===== src/include/pcr_pkg.sv =====
// Constants, field layout and phase codes of the partition configuration response framer.
// Assumes a single core clock domain; every user writes pcr_pkg::name.
package pcr_pkg;

    // ************************************************************
    // Codes and field positions
    // ************************************************************
    localparam logic [7:0] RESP_CODE = 8'hAB;
    localparam logic [7:0] RESP_CODE_RST = 8'h00;
    localparam int FLAG_DRV_PRESENT = 0;
    localparam int FLAG_DRV_SPT = 1;
    localparam int FLAG_LINK_UP = 2;
    localparam int FLAG_LINK_SPT = 3;
    localparam int FLAG_BOOT_CFG = 4;
    localparam int FLAG_BOOT_NOT_SPT = 5;
    localparam int FLAGS_W = 16;
    localparam logic [7:0] PCT_MAX = 8'h64;
    localparam logic [7:0] FC_BYTE = 8'h00;

    // ************************************************************
    // Fixed part of the payload, in send order
    // ************************************************************
    localparam logic [2:0] IDX_FLAGS_HI = 3'h0;
    localparam logic [2:0] IDX_FLAGS_LO = 3'h1;
    localparam logic [2:0] IDX_CEILING = 3'h2;
    localparam logic [2:0] IDX_COMMITTED = 3'h3;
    localparam logic [2:0] IDX_VF_HI = 3'h4;
    localparam logic [2:0] IDX_VF_LO = 3'h5;
    localparam logic [2:0] IDX_FC = 3'h6;
    localparam logic [2:0] IDX_ADDR_CNT = 3'h7;

    // ************************************************************
    // Address entries
    // ************************************************************
    localparam int N_TYPES = 8;
    localparam logic [7:0] PERM_TYPE_BASE = 8'h01;
    localparam logic [7:0] CUR_TYPE_BASE = 8'hF1;
    localparam logic [4:0] ENTRY_NONE = 5'h10;
    localparam logic [3:0] TLV_HDR_BYTES = 4'h2;
    // Address bytes per type: two MACs, two names, FIP MAC, two GUIDs, vport.
    localparam logic [0:7][7:0] ADDR_LEN = {8'h06, 8'h06, 8'h08, 8'h08, 8'h06, 8'h08, 8'h08, 8'h04};

    // ************************************************************
    // Framer phases
    // ************************************************************
    typedef enum logic [2:0] {
        PH_IDLE = 3'b001,
        PH_FIXED = 3'b010,
        PH_TLV = 3'b100
    } pcr_phase_type;

endpackage


===== src/include/pcr_tlv_if.sv =====
// Lookup path between the response framer and its address entry generator.
// Assumes both ends sit in the same clock domain; the path is combinational.
`timescale 1ns/1ps
interface pcr_tlv_if;
    logic [3:0] entry;
    logic [3:0] byte_idx;
    logic [7:0] data;
    logic last;

    modport walker (output entry, output byte_idx, input data, input last);
    modport gen (input entry, input byte_idx, output data, output last);
endinterface


===== src/hw/pcr_framer.sv =====
// Partition configuration response framer: sends the payload fields as a byte stream.
// Assumes a query pulse from the command decoder and a byte sink with valid and ready.
`timescale 1ns/1ps
module pcr_framer #(
    parameter int ADDR_W = 64,
    parameter int VF_W = 16
) (
    // Clock, reset and clock enable.
    input wire logic clk,
    input wire logic rst_n,
    input wire logic ce,
    // Query request and status.
    input wire logic query_req,
    output logic busy,
    output logic [7:0] resp_code,
    // Host driver and link reporting.
    input wire logic drv_present,
    input wire logic drv_report_spt,
    input wire logic link_report_spt,
    // Boot state.
    input wire logic boot_configured,
    input wire logic boot_supported,
    // Traffic capability terms.
    input wire logic host_bus_assigned,
    input wire logic sideband_assigned,
    input wire logic port_link_up,
    input wire logic inter_partition_ok,
    output logic traffic_capable,
    // Bandwidth shares and function count.
    input wire logic [7:0] transmit_share_ceiling,
    input wire logic [7:0] transmit_share_committed,
    input wire logic [VF_W-1:0] vf_count,
    // Addresses; cur_en marks current addresses in use.
    input wire logic [7:0] cur_en,
    input wire logic [7:0][ADDR_W-1:0] perm_addr,
    input wire logic [7:0][ADDR_W-1:0] cur_addr,
    // Payload byte stream.
    output logic out_valid,
    output logic [7:0] out_data,
    output logic out_last,
    input wire logic out_ready
);

    // ************************************************************
    // State
    // ************************************************************
    typedef struct packed {
        pcr_pkg::pcr_phase_type phase_r;
        logic [2:0] fix_idx_r;
        logic [3:0] entry_r;
        logic [3:0] byte_r;
        logic valid_r;
        logic [7:0] data_r;
        logic last_r;
        logic [7:0] resp_r;
        logic [pcr_pkg::FLAGS_W-1:0] flags_r;
        logic [7:0] ceil_r;
        logic [7:0] commit_r;
        logic [VF_W-1:0] vf_r;
        logic [7:0] cur_en_r;
        logic [7:0] addr_cnt_r;
    } pcr_state_type;

    localparam pcr_state_type ST_RST = '{
        phase_r: pcr_pkg::PH_IDLE,
        resp_r: pcr_pkg::RESP_CODE_RST,
        default: '0
    };

    pcr_state_type st_r;
    pcr_state_type st_nxt;
    logic advance;
    logic [4:0] nxt_entry;

    pcr_tlv_if tlv ();

    // ************************************************************
    // Helper functions
    // ************************************************************
    // Bandwidth values above full rate are held at full rate.
    function automatic logic [7:0] pct_clamp(input logic [7:0] v);
        pct_clamp = (v > pcr_pkg::PCT_MAX) ? pcr_pkg::PCT_MAX : v;
    endfunction

    // Number of entries: all permanent ones plus each current one in use.
    function automatic logic [7:0] count_entries(input logic [7:0] en);
        logic [7:0] c;
        c = 8'(pcr_pkg::N_TYPES);
        for (int i = 0; i < 8; i++) begin
            c = c + {7'h00, en[i]};
        end
        count_entries = c;
    endfunction

    // Next entry to send after entry e, or none.
    function automatic logic [4:0] next_entry(input logic [3:0] e, input logic [7:0] en);
        logic [4:0] n;
        n = pcr_pkg::ENTRY_NONE;
        for (int i = 15; i >= 0; i--) begin
            if (i > int'(e) && (i < 8 || en[i % 8])) begin
                n = 5'(i);
            end
        end
        next_entry = n;
    endfunction

    // Fixed payload byte at index idx, most significant byte of a field first.
    function automatic logic [7:0] fixed_byte(input pcr_state_type s, input logic [2:0] idx);
        logic [7:0] b;
        b = 8'h00;
        unique case (idx)
            pcr_pkg::IDX_FLAGS_HI: b = s.flags_r[15:8];
            pcr_pkg::IDX_FLAGS_LO: b = s.flags_r[7:0];
            pcr_pkg::IDX_CEILING: b = s.ceil_r;
            pcr_pkg::IDX_COMMITTED: b = s.commit_r;
            pcr_pkg::IDX_VF_HI: b = 8'(s.vf_r >> 8);
            pcr_pkg::IDX_VF_LO: b = s.vf_r[7:0];
            pcr_pkg::IDX_FC: b = pcr_pkg::FC_BYTE;
            pcr_pkg::IDX_ADDR_CNT: b = s.addr_cnt_r;
        endcase
        fixed_byte = b;
    endfunction

    // ************************************************************
    // Traffic capability
    // ************************************************************
    // A partition carries traffic only when placed on a bus and a channel and it has a path.
    assign traffic_capable = host_bus_assigned && sideband_assigned
                             && (port_link_up || inter_partition_ok);

    // ************************************************************
    // Address entry generator
    // ************************************************************
    assign tlv.entry = st_r.entry_r;
    assign tlv.byte_idx = st_r.byte_r;
    assign nxt_entry = next_entry(st_r.entry_r, st_r.cur_en_r);

    pcr_tlv_gen #(
        .ADDR_W(ADDR_W)
    ) u_tlv_gen (
        .clk(clk),
        .rst_n(rst_n),
        .tlv(tlv.gen),
        .perm_addr(perm_addr),
        .cur_addr(cur_addr)
    );

    // ************************************************************
    // Next state
    // ************************************************************
    // A new byte is loaded when the output holds none or the sink takes the current one.
    always_comb begin
        st_nxt = st_r;
        advance = !st_r.valid_r || out_ready;
        if (advance) begin
            st_nxt.valid_r = 1'b0;
            st_nxt.last_r = 1'b0;
        end
        unique case (st_r.phase_r)
            pcr_pkg::PH_IDLE: begin
                // Snapshot every field except the address values, which the generator reads live while entries go out.
                if (query_req) begin
                    st_nxt.phase_r = pcr_pkg::PH_FIXED;
                    st_nxt.fix_idx_r = pcr_pkg::IDX_FLAGS_HI;
                    st_nxt.resp_r = pcr_pkg::RESP_CODE;
                    st_nxt.flags_r = '0;
                    st_nxt.flags_r[pcr_pkg::FLAG_DRV_PRESENT] = drv_report_spt && drv_present;
                    st_nxt.flags_r[pcr_pkg::FLAG_DRV_SPT] = drv_report_spt;
                    st_nxt.flags_r[pcr_pkg::FLAG_LINK_UP] = link_report_spt && traffic_capable;
                    st_nxt.flags_r[pcr_pkg::FLAG_LINK_SPT] = link_report_spt;
                    st_nxt.flags_r[pcr_pkg::FLAG_BOOT_CFG] = boot_configured;
                    st_nxt.flags_r[pcr_pkg::FLAG_BOOT_NOT_SPT] = !boot_supported;
                    st_nxt.ceil_r = pct_clamp(transmit_share_ceiling);
                    st_nxt.commit_r = pct_clamp(transmit_share_committed);
                    st_nxt.vf_r = vf_count;
                    st_nxt.cur_en_r = cur_en;
                    st_nxt.addr_cnt_r = count_entries(cur_en);
                end
            end
            pcr_pkg::PH_FIXED: begin
                if (advance) begin
                    st_nxt.valid_r = 1'b1;
                    st_nxt.data_r = fixed_byte(st_r, st_r.fix_idx_r);
                    if (st_r.fix_idx_r == pcr_pkg::IDX_ADDR_CNT) begin
                        st_nxt.phase_r = pcr_pkg::PH_TLV;
                        st_nxt.entry_r = 4'h0;
                        st_nxt.byte_r = 4'h0;
                    end else begin
                        st_nxt.fix_idx_r = st_r.fix_idx_r + 3'h1;
                    end
                end
            end
            pcr_pkg::PH_TLV: begin
                if (advance) begin
                    st_nxt.valid_r = 1'b1;
                    st_nxt.data_r = tlv.data;
                    if (tlv.last) begin
                        st_nxt.byte_r = 4'h0;
                        if (nxt_entry == pcr_pkg::ENTRY_NONE) begin
                            st_nxt.last_r = 1'b1;
                            st_nxt.phase_r = pcr_pkg::PH_IDLE;
                        end else begin
                            st_nxt.entry_r = nxt_entry[3:0];
                        end
                    end else begin
                        st_nxt.byte_r = st_r.byte_r + 4'h1;
                    end
                end
            end
            // A phase code that is not one-hot drops back to idle rather than locking up.
            default: begin
                st_nxt.phase_r = pcr_pkg::PH_IDLE;
            end
        endcase
    end

    // ************************************************************
    // State register
    // ************************************************************
    // The clock enable freezes every framer register, stream handshake included, but not the combinational traffic_capable output.
    always_ff @(posedge clk or negedge rst_n) begin
        if (!rst_n) begin
            st_r <= ST_RST;
        end else if (ce) begin
            st_r <= st_nxt;
        end
    end

    // ************************************************************
    // Outputs
    // ************************************************************
    assign busy = (st_r.phase_r != pcr_pkg::PH_IDLE);
    assign resp_code = st_r.resp_r;
    assign out_valid = st_r.valid_r;
    assign out_data = st_r.data_r;
    assign out_last = st_r.last_r;
endmodule


===== src/hw/pcr_tlv_gen.sv =====
// Address entry generator: turns an entry number and byte number into one payload byte.
// Assumes the framer holds entry and byte number steady while it samples the byte.
`timescale 1ns/1ps
module pcr_tlv_gen #(
    parameter int ADDR_W = 64
) (
    // Clock and reset, used only for checking.
    input wire logic clk,
    input wire logic rst_n,
    // Lookup path.
    pcr_tlv_if.gen tlv,
    // Permanent and current address values, right aligned.
    input wire logic [7:0][ADDR_W-1:0] perm_addr,
    input wire logic [7:0][ADDR_W-1:0] cur_addr
);

    logic [7:0] len;
    logic [7:0] etype;
    logic [3:0] k;
    logic [ADDR_W-1:0] word;

    // ************************************************************
    // Byte selection
    // ************************************************************
    // Entries 0 to 7 are permanent, 8 to 15 current, both in the same type order.
    always_comb begin
        len = pcr_pkg::ADDR_LEN[tlv.entry[2:0]];
        etype = (tlv.entry[3] ? pcr_pkg::CUR_TYPE_BASE : pcr_pkg::PERM_TYPE_BASE)
                + {5'h00, tlv.entry[2:0]};
        word = tlv.entry[3] ? cur_addr[tlv.entry[2:0]] : perm_addr[tlv.entry[2:0]];
        k = 4'(len[3:0] - 4'h1 - (tlv.byte_idx - pcr_pkg::TLV_HDR_BYTES));
        // The 16-bit header goes high byte first: length, then type.
        if (tlv.byte_idx == 4'h0) begin
            tlv.data = len;
        end else if (tlv.byte_idx == 4'h1) begin
            tlv.data = etype;
        end else begin
            tlv.data = word[{k[2:0], 3'b000} +: 8];
        end
        tlv.last = (tlv.byte_idx == 4'(len[3:0] + 4'h1));
    end
endmodule


===== config.mk =====
export PLATFORM = sky130hd
export DESIGN_NAME = pcr_framer
export DESIGN_NICKNAME = d
export VERILOG_FILES = /design/src/include/pcr_pkg.sv /design/src/include/pcr_tlv_if.sv /design/src/hw/pcr_framer.sv /design/src/hw/pcr_tlv_gen.sv
export SDC_FILE = /design/constraint.sdc
export NUM_CORES = 1
export LEC_CHECK = 0
export ABC_AREA = 1
export BUFFER_PORTS_ARGS = -buffer_cell sky130_fd_sc_hd__buf_4
export CAP_MARGIN = 20
export CORE_AREA = 2 2 427 429
export DETAILED_ROUTE_END_ITERATION = 8
export DIE_AREA = 0 0 429 431
export PLACE_DENSITY_LB_ADDON = 0.12
export SLEW_MARGIN = 20
export SYNTH_ARGS = -nofsm -noshare
export SYNTH_HDL_FRONTEND = slang
export SYNTH_SLANG_ARGS = --single-unit
export TNS_END_PERCENT = 30

===== constraint.sdc =====
create_clock -name clk -period 5.9 [get_ports clk]
set_clock_uncertainty 0.1 [all_clocks]
set_input_delay 0 -clock clk [delete_from_list [all_inputs] [get_ports clk]]
set_output_delay 0 -clock clk [all_outputs]
set_load 0.05 [all_outputs]

# Word level (Yosys, flattened, before mapping)
# Memories as Yosys holds them, arrays and structs flattened.
# Cells that the tools add are included.
[totals]
regBits = 79
latchBits = 0
ram_bits = 0
romBits = 64
wordCells = 148
memories = 1
[mem_list]
columns = ["memory", "words", "width", "rd", "rd_clocked_by_memory_dff", "wr", "line_no", "rtl"]
rows = [
  ["(no name shown)", 8, 8, 1, 0, 0, "pcr_tlv_gen.sv:27", "len = pcr_pkg::ADDR_LEN[tlv.entry[2:0]];"],
]
[classes]
n_addsub = 15
multipliers = 0
n_div = 0
magnitude_cmp = 19
eq_ne = 22
shift = 1
n_mux = 48
bitwise = 1
reduce_logical = 27
[ops]
columns = ["operator", "count"]
rows = [
  ["binary-select mux 64 bit (select 3 bit)", 2],
  ["two-way mux 64 bit", 3],
  ["two-way mux 5 bit", 15],
  ["two-way mux 8 bit", 8],
  ["variable part select 64 x 7 -> 8 bit", 1],
  ["one-hot mux 8 bit (7 select lines)", 1],
  ["one-hot mux 17 bit (2 select lines)", 1],
  ["adder 8 x 1 -> 8 bit", 4],
  ["> comparator 4 bit (first input constant)", 8],
  ["two-way mux 23 bit", 1],
  ["two-way mux 18 bit", 1],
  ["> comparator 3 x 4 -> 1 bit (first input constant)", 4],
  ["> comparator 8 x 7 -> 1 bit (second input constant)", 2],
  ["inequality test 2 bit (second input constant)", 8],
  ["== test 3 bit (second input constant)", 5],
  ["two-way mux 3 bit", 5],
  ["AND reduction 7 bit", 2],
  ["logical AND 1 bit", 12],
  ["two-way mux 4 bit", 3],
  ["AND reduction 5 bit", 2],
  ["== test 3 x 2 -> 1 bit (second input constant)", 3],
  ["one-hot mux 3 bit (3 select lines)", 1],
  ["adder 4 x 1 -> 4 bit (second input constant)", 2],
  ["adder 7 x 1 -> 8 bit", 1],
  ["29 further kinds", 38],
]

# Depth between registers and ports, before layout
[logic_depth]
ltp_word = 22
ltp_mapped = 21
ltp_nobuf = 17

# Modules after synthesis
# A second synthesis with hierarchy kept.
[unflattened]
cells_unflattened = 3052
area_unflattened_um2 = 15164.5
[by_module_without_submodules]
columns = ["mod", "instances", "cells_per_inst", "area_per_inst_um2"]
rows = [
  ["pcr_tlv_gen", 1, 2538, 10989.3],
  ["pcr_framer", 1, 514, 4175.3],
]

# Worst setup path after synthesis
# Ideal clock, no wire load.
[synth_timing]
kind = "register -> register"
start = "reg tlv.entry[0] (netlist name)"
end = "reg st_r[50] in the netlist's numbering"
setup_time_ns = 0.126
t_arrival_ns = 3.391
required_time_ns = 5.674
slack_ns = 2.283
stages_incl_launch_ff = 20
n_path_buf = 6
cell_sequence = "dfrtp_1 > inv_2 > buf_4 > buf_2 > clkbuf_1 > clkbuf_1 > ha_1 > o21ai_0 > ha_1 > buf_2 > inv_1 > nor3_1 > o211ai_1 > a211oi_2 > nand2_2 > nor2_4 > nand2_1 > buf_2 > nand2_1 > o31ai_2"
[synth_lines]
columns = ["element", "line_no", "rtl"]
rows = [
  ["end signal, assigned", "pcr_framer.sv:225", "st_r <= st_nxt;"],
  ["end, declared", "pcr_framer.sv:70", "pcr_state_type st_r;"],
]

==> results_dict.tcl <==
set metrics [dict create \
    drt_first_pass_iters 8 \
    required_ns 6.05 \
    ys_seq_area_share_pct 13.6 \
    dieArea_mm2 0.185 \
    hold_violations 0 \
    post-route-period-util_pct 77.0 \
    synth-async-reset-ratio_pct 100 \
    fp.dieH_um 431 \
    setup_violations 0 \
    place_hpwl_um 132000 \
    final_util_pct 14.2 \
    dr_total_vias 22900 \
    insertion_delay_ns 0.36 \
    worstSetupPathType "reg2reg" \
    place_area_mm2 0.0246 \
    timing.rr.start "tlv.entry[0]$_DFFE_PN0P_" \
    final_cell_area_mm2 0.0255 \
    cap_violations 0 \
    crit_path_end "st_r[34]$_DFFE_PN0P_" \
    synthesis.area_mm2 0.0140 \
    cts_buffers 9 \
    wl_um 158000 \
    worstHoldPathType "in2reg" \
    rsz0062_at_grt "no" \
    grt_max_degree 164 \
    yosys_warnings 0 \
    slew_viol_final 0 \
    dp_slack_ns 1.31 \
    rows 156 \
    first_global_vias 23500 \
    grt_util_all_layers_pct 16.3 \
    synthCells 2794 \
    reg2reg_depth 17 \
    tightest_slew_ns 1.03 \
    synth_edf_count 0 \
    route.detailed.drc 0 \
    clkTransAtPathRegs_ns 0.07 \
    drtIter0Drc 1484 \
    crit_buf_inv 5 \
    peakVddDrop_uv 253 \
    regArea_mm2 0.00192 \
    core_area_mm2 0.180 \
    arrival_ns 4.69 \
    syn2layout_area_growth_pct 82.6 \
    crit_chain "inv_8, ha_1, o21ai_0, ha_1, buf_4, inv_1, nor3_1, o211ai_1, a211oi_2, nand2_2, nor2_4, nand2_1, nor2_1, nand2_1, dlygate4sd3_1, o21ai_0, inv_1" \
    startpoint "tlv.entry[0]$_DFFE_PN0P_" \
    status "completed" \
    r2r-end "st_r[34]$_DFFE_PN0P_" \
    place_congestion 0.884 \
    crit_fanout 44 \
    final.setup.tns_ns 0 \
    grt_overflow 0 \
    synth_top_area_share_pct 28.5 \
    p_leak_nw 12.2 \
    cts_tree "yes" \
    port_buffers 1094 \
    wl_per_cell_um 25.6 \
    critPathSlowestCell "dfrtp_4" \
    cts-root-buf "clkbuf_16" \
    die_w_um 429 \
    nNetsFinal 4885 \
    place_inst 6087 \
    drive_gt1_share_pct 31.5 \
    synthTopCellsByArea "nand2_1, dfrtp_1, nor2_1" \
    grt_pass1_wl_um 208000 \
    start_util_pct 7.75 \
    syn_area_per_cell_um2 5.00 \
    n_fill_cell 21500 \
    synth.most_common_cell "nand2_1" \
    cp.depth 17 \
    clock_sinks 76 \
    fin_cells 6174 \
    synth_common_cells "nand2_1, nor2_1, nand3_1" \
    ios 1098 \
    antenna_found_initial 48 \
    htree_num_levels 3 \
    critical-path-max-stage-delay_ns 0.57 \
    period_minus_slack_ns 4.54 \
    p_total_mw 6.52 \
    ys_ff_latch 76 \
    multiInputGateArea_mm2 0.0105 \
    drtAntennaViolNets 0 \
    yosysTopAreaCell "nand2_1" \
    timing.hold.ws_ns 0.0382 \
    max_freq_ghz 0.220 \
    slew_headroom_pct 31.6 \
    endpoint_kind "flip-flop" \
    r2r_setup_slack_ns 1.36 \
    synth_ff_type "dfrtp_1" \
    critPathLaunchType "flip-flop" \
    post-cts-setup-buffer-count 0 \
    viasPerCell 3.71 \
    powerDensity_mw_per_mm2 256 \
    crit_family "simple AND/OR/NAND/NOR gates" \
    cts.path.max_buffers 2 \
    setup_slack_ns 1.36 \
    synthDistinctLibCells 42 \
]
-- report_power, final --
group	switching (mW)	internal, mW
logic	3.39	1.57
clock network	0.265	0.344
registers	0.206	0.744
total	3.86	2.66
-- sequential cells by signal (all words and copies together) (netlist names), named ones only --
register      cells
st_r             57
out_data          8
tlv.byte_idx      4
tlv.entry         4
out_valid         1
resp_code         1
-- worst register-to-register path, delay by kind of cell, from the launching register on --
kind,cells,cell delay (ns)
fa+ha+maj,2,0.50
buf+inv,5,1.26
compound gates,4,0.71
flops,1,0.57
simple gates,6,1.30
-- placed cells by master (no fill, tap or decap), types with 3 or more instances in the layout --
cell type      count
clkbuf_16          9
dfrtp_1           70
inv_1            151
or2_2             12
conb_1             3
nand4_1           93
a31oi_1            7
buf_4           1128
o2111ai_1          6
nor2_4             4
nor3_1             5
a221oi_1           3
diode_2           14
inv_2              6
o21ai_1           36
o211ai_1          33
o21ai_0          219
a211oi_1           5
ha_1              18
fa_1               4
nor2_1           443
nand3b_1          16
dfrtp_4            3
a21oi_1           73
nand2_1         1058
nand3_1          280
dlygate4sd3_1     57
nand2_2            4
buf_12             6
o22ai_1            8
-- cells by family (layout without fill, tap and decap cells) --
family | Yosys count | in the layout | share of synthesized area, %
buf+inv | 373 | 1367 | 11.5
flops | 76 | 76 | 13.6
fa+ha+maj | 22 | 22 | 2.19
compound gates | 399 | 399 | 15.6
xor+xnor | 2 | 2 | 0.179
other cells | 1 | 17 | 0.0269
simple gates | 1921 | 1921 | 56.9
-- layer usage --
layer  track usage, %  part of all wire, %  vias to the layer above
li1                 -                    -                    11000
met1             19.8                   41                    11000
met2             30.7                   53                      753
met3             2.62                  4.7                       90
met4             1.87                 0.93                       22
met5                0                0.081                        -
-- cell type report --
type / instances / area share [%]
multi-input combinational: 2347 / 41.2
timing repair buffer: 1191 / 35.9
clock buffer: 10 / 0.937
clock inverter: 6 / 0.280
inverter: 160 / 2.40
sequential: 76 / 7.52
antenna: 14 / 0.137
tap: 2370 / 11.6
-- repair_timing --
item | CTS | global route
endpoints found under the setup margin | 0 | 0
endpoints found under the hold margin | 87 | 0
gates resized for setup | 0 | 0
hold buffers | 57 | 0
-- worst min-delay path by stage --
stage | startpoint | endpoint | slack, ns | cells past startpoint
2_1_floorplan | rst_n | asynchronous set/reset pin | -0.40 | 0
3_3_place_gp | rst_n | st_r[28]$_DFFE_PN0P_ | -0.04 | 1
3_5_place_dp | rst_n | st_r[28]$_DFFE_PN0P_ | -0.04 | 1
4_1_cts | transmit_share_ceiling[6] | st_r[44]$_DFFE_PN0P_ | 0.03 | 4
5_1_grt | transmit_share_ceiling[6] | st_r[44]$_DFFE_PN0P_ | 0.08 | 4
6_report | transmit_share_ceiling[6] | st_r[44]$_DFFE_PN0P_ | 0.04 | 4
Note: power is estimated with default switching activity, not from simulation.
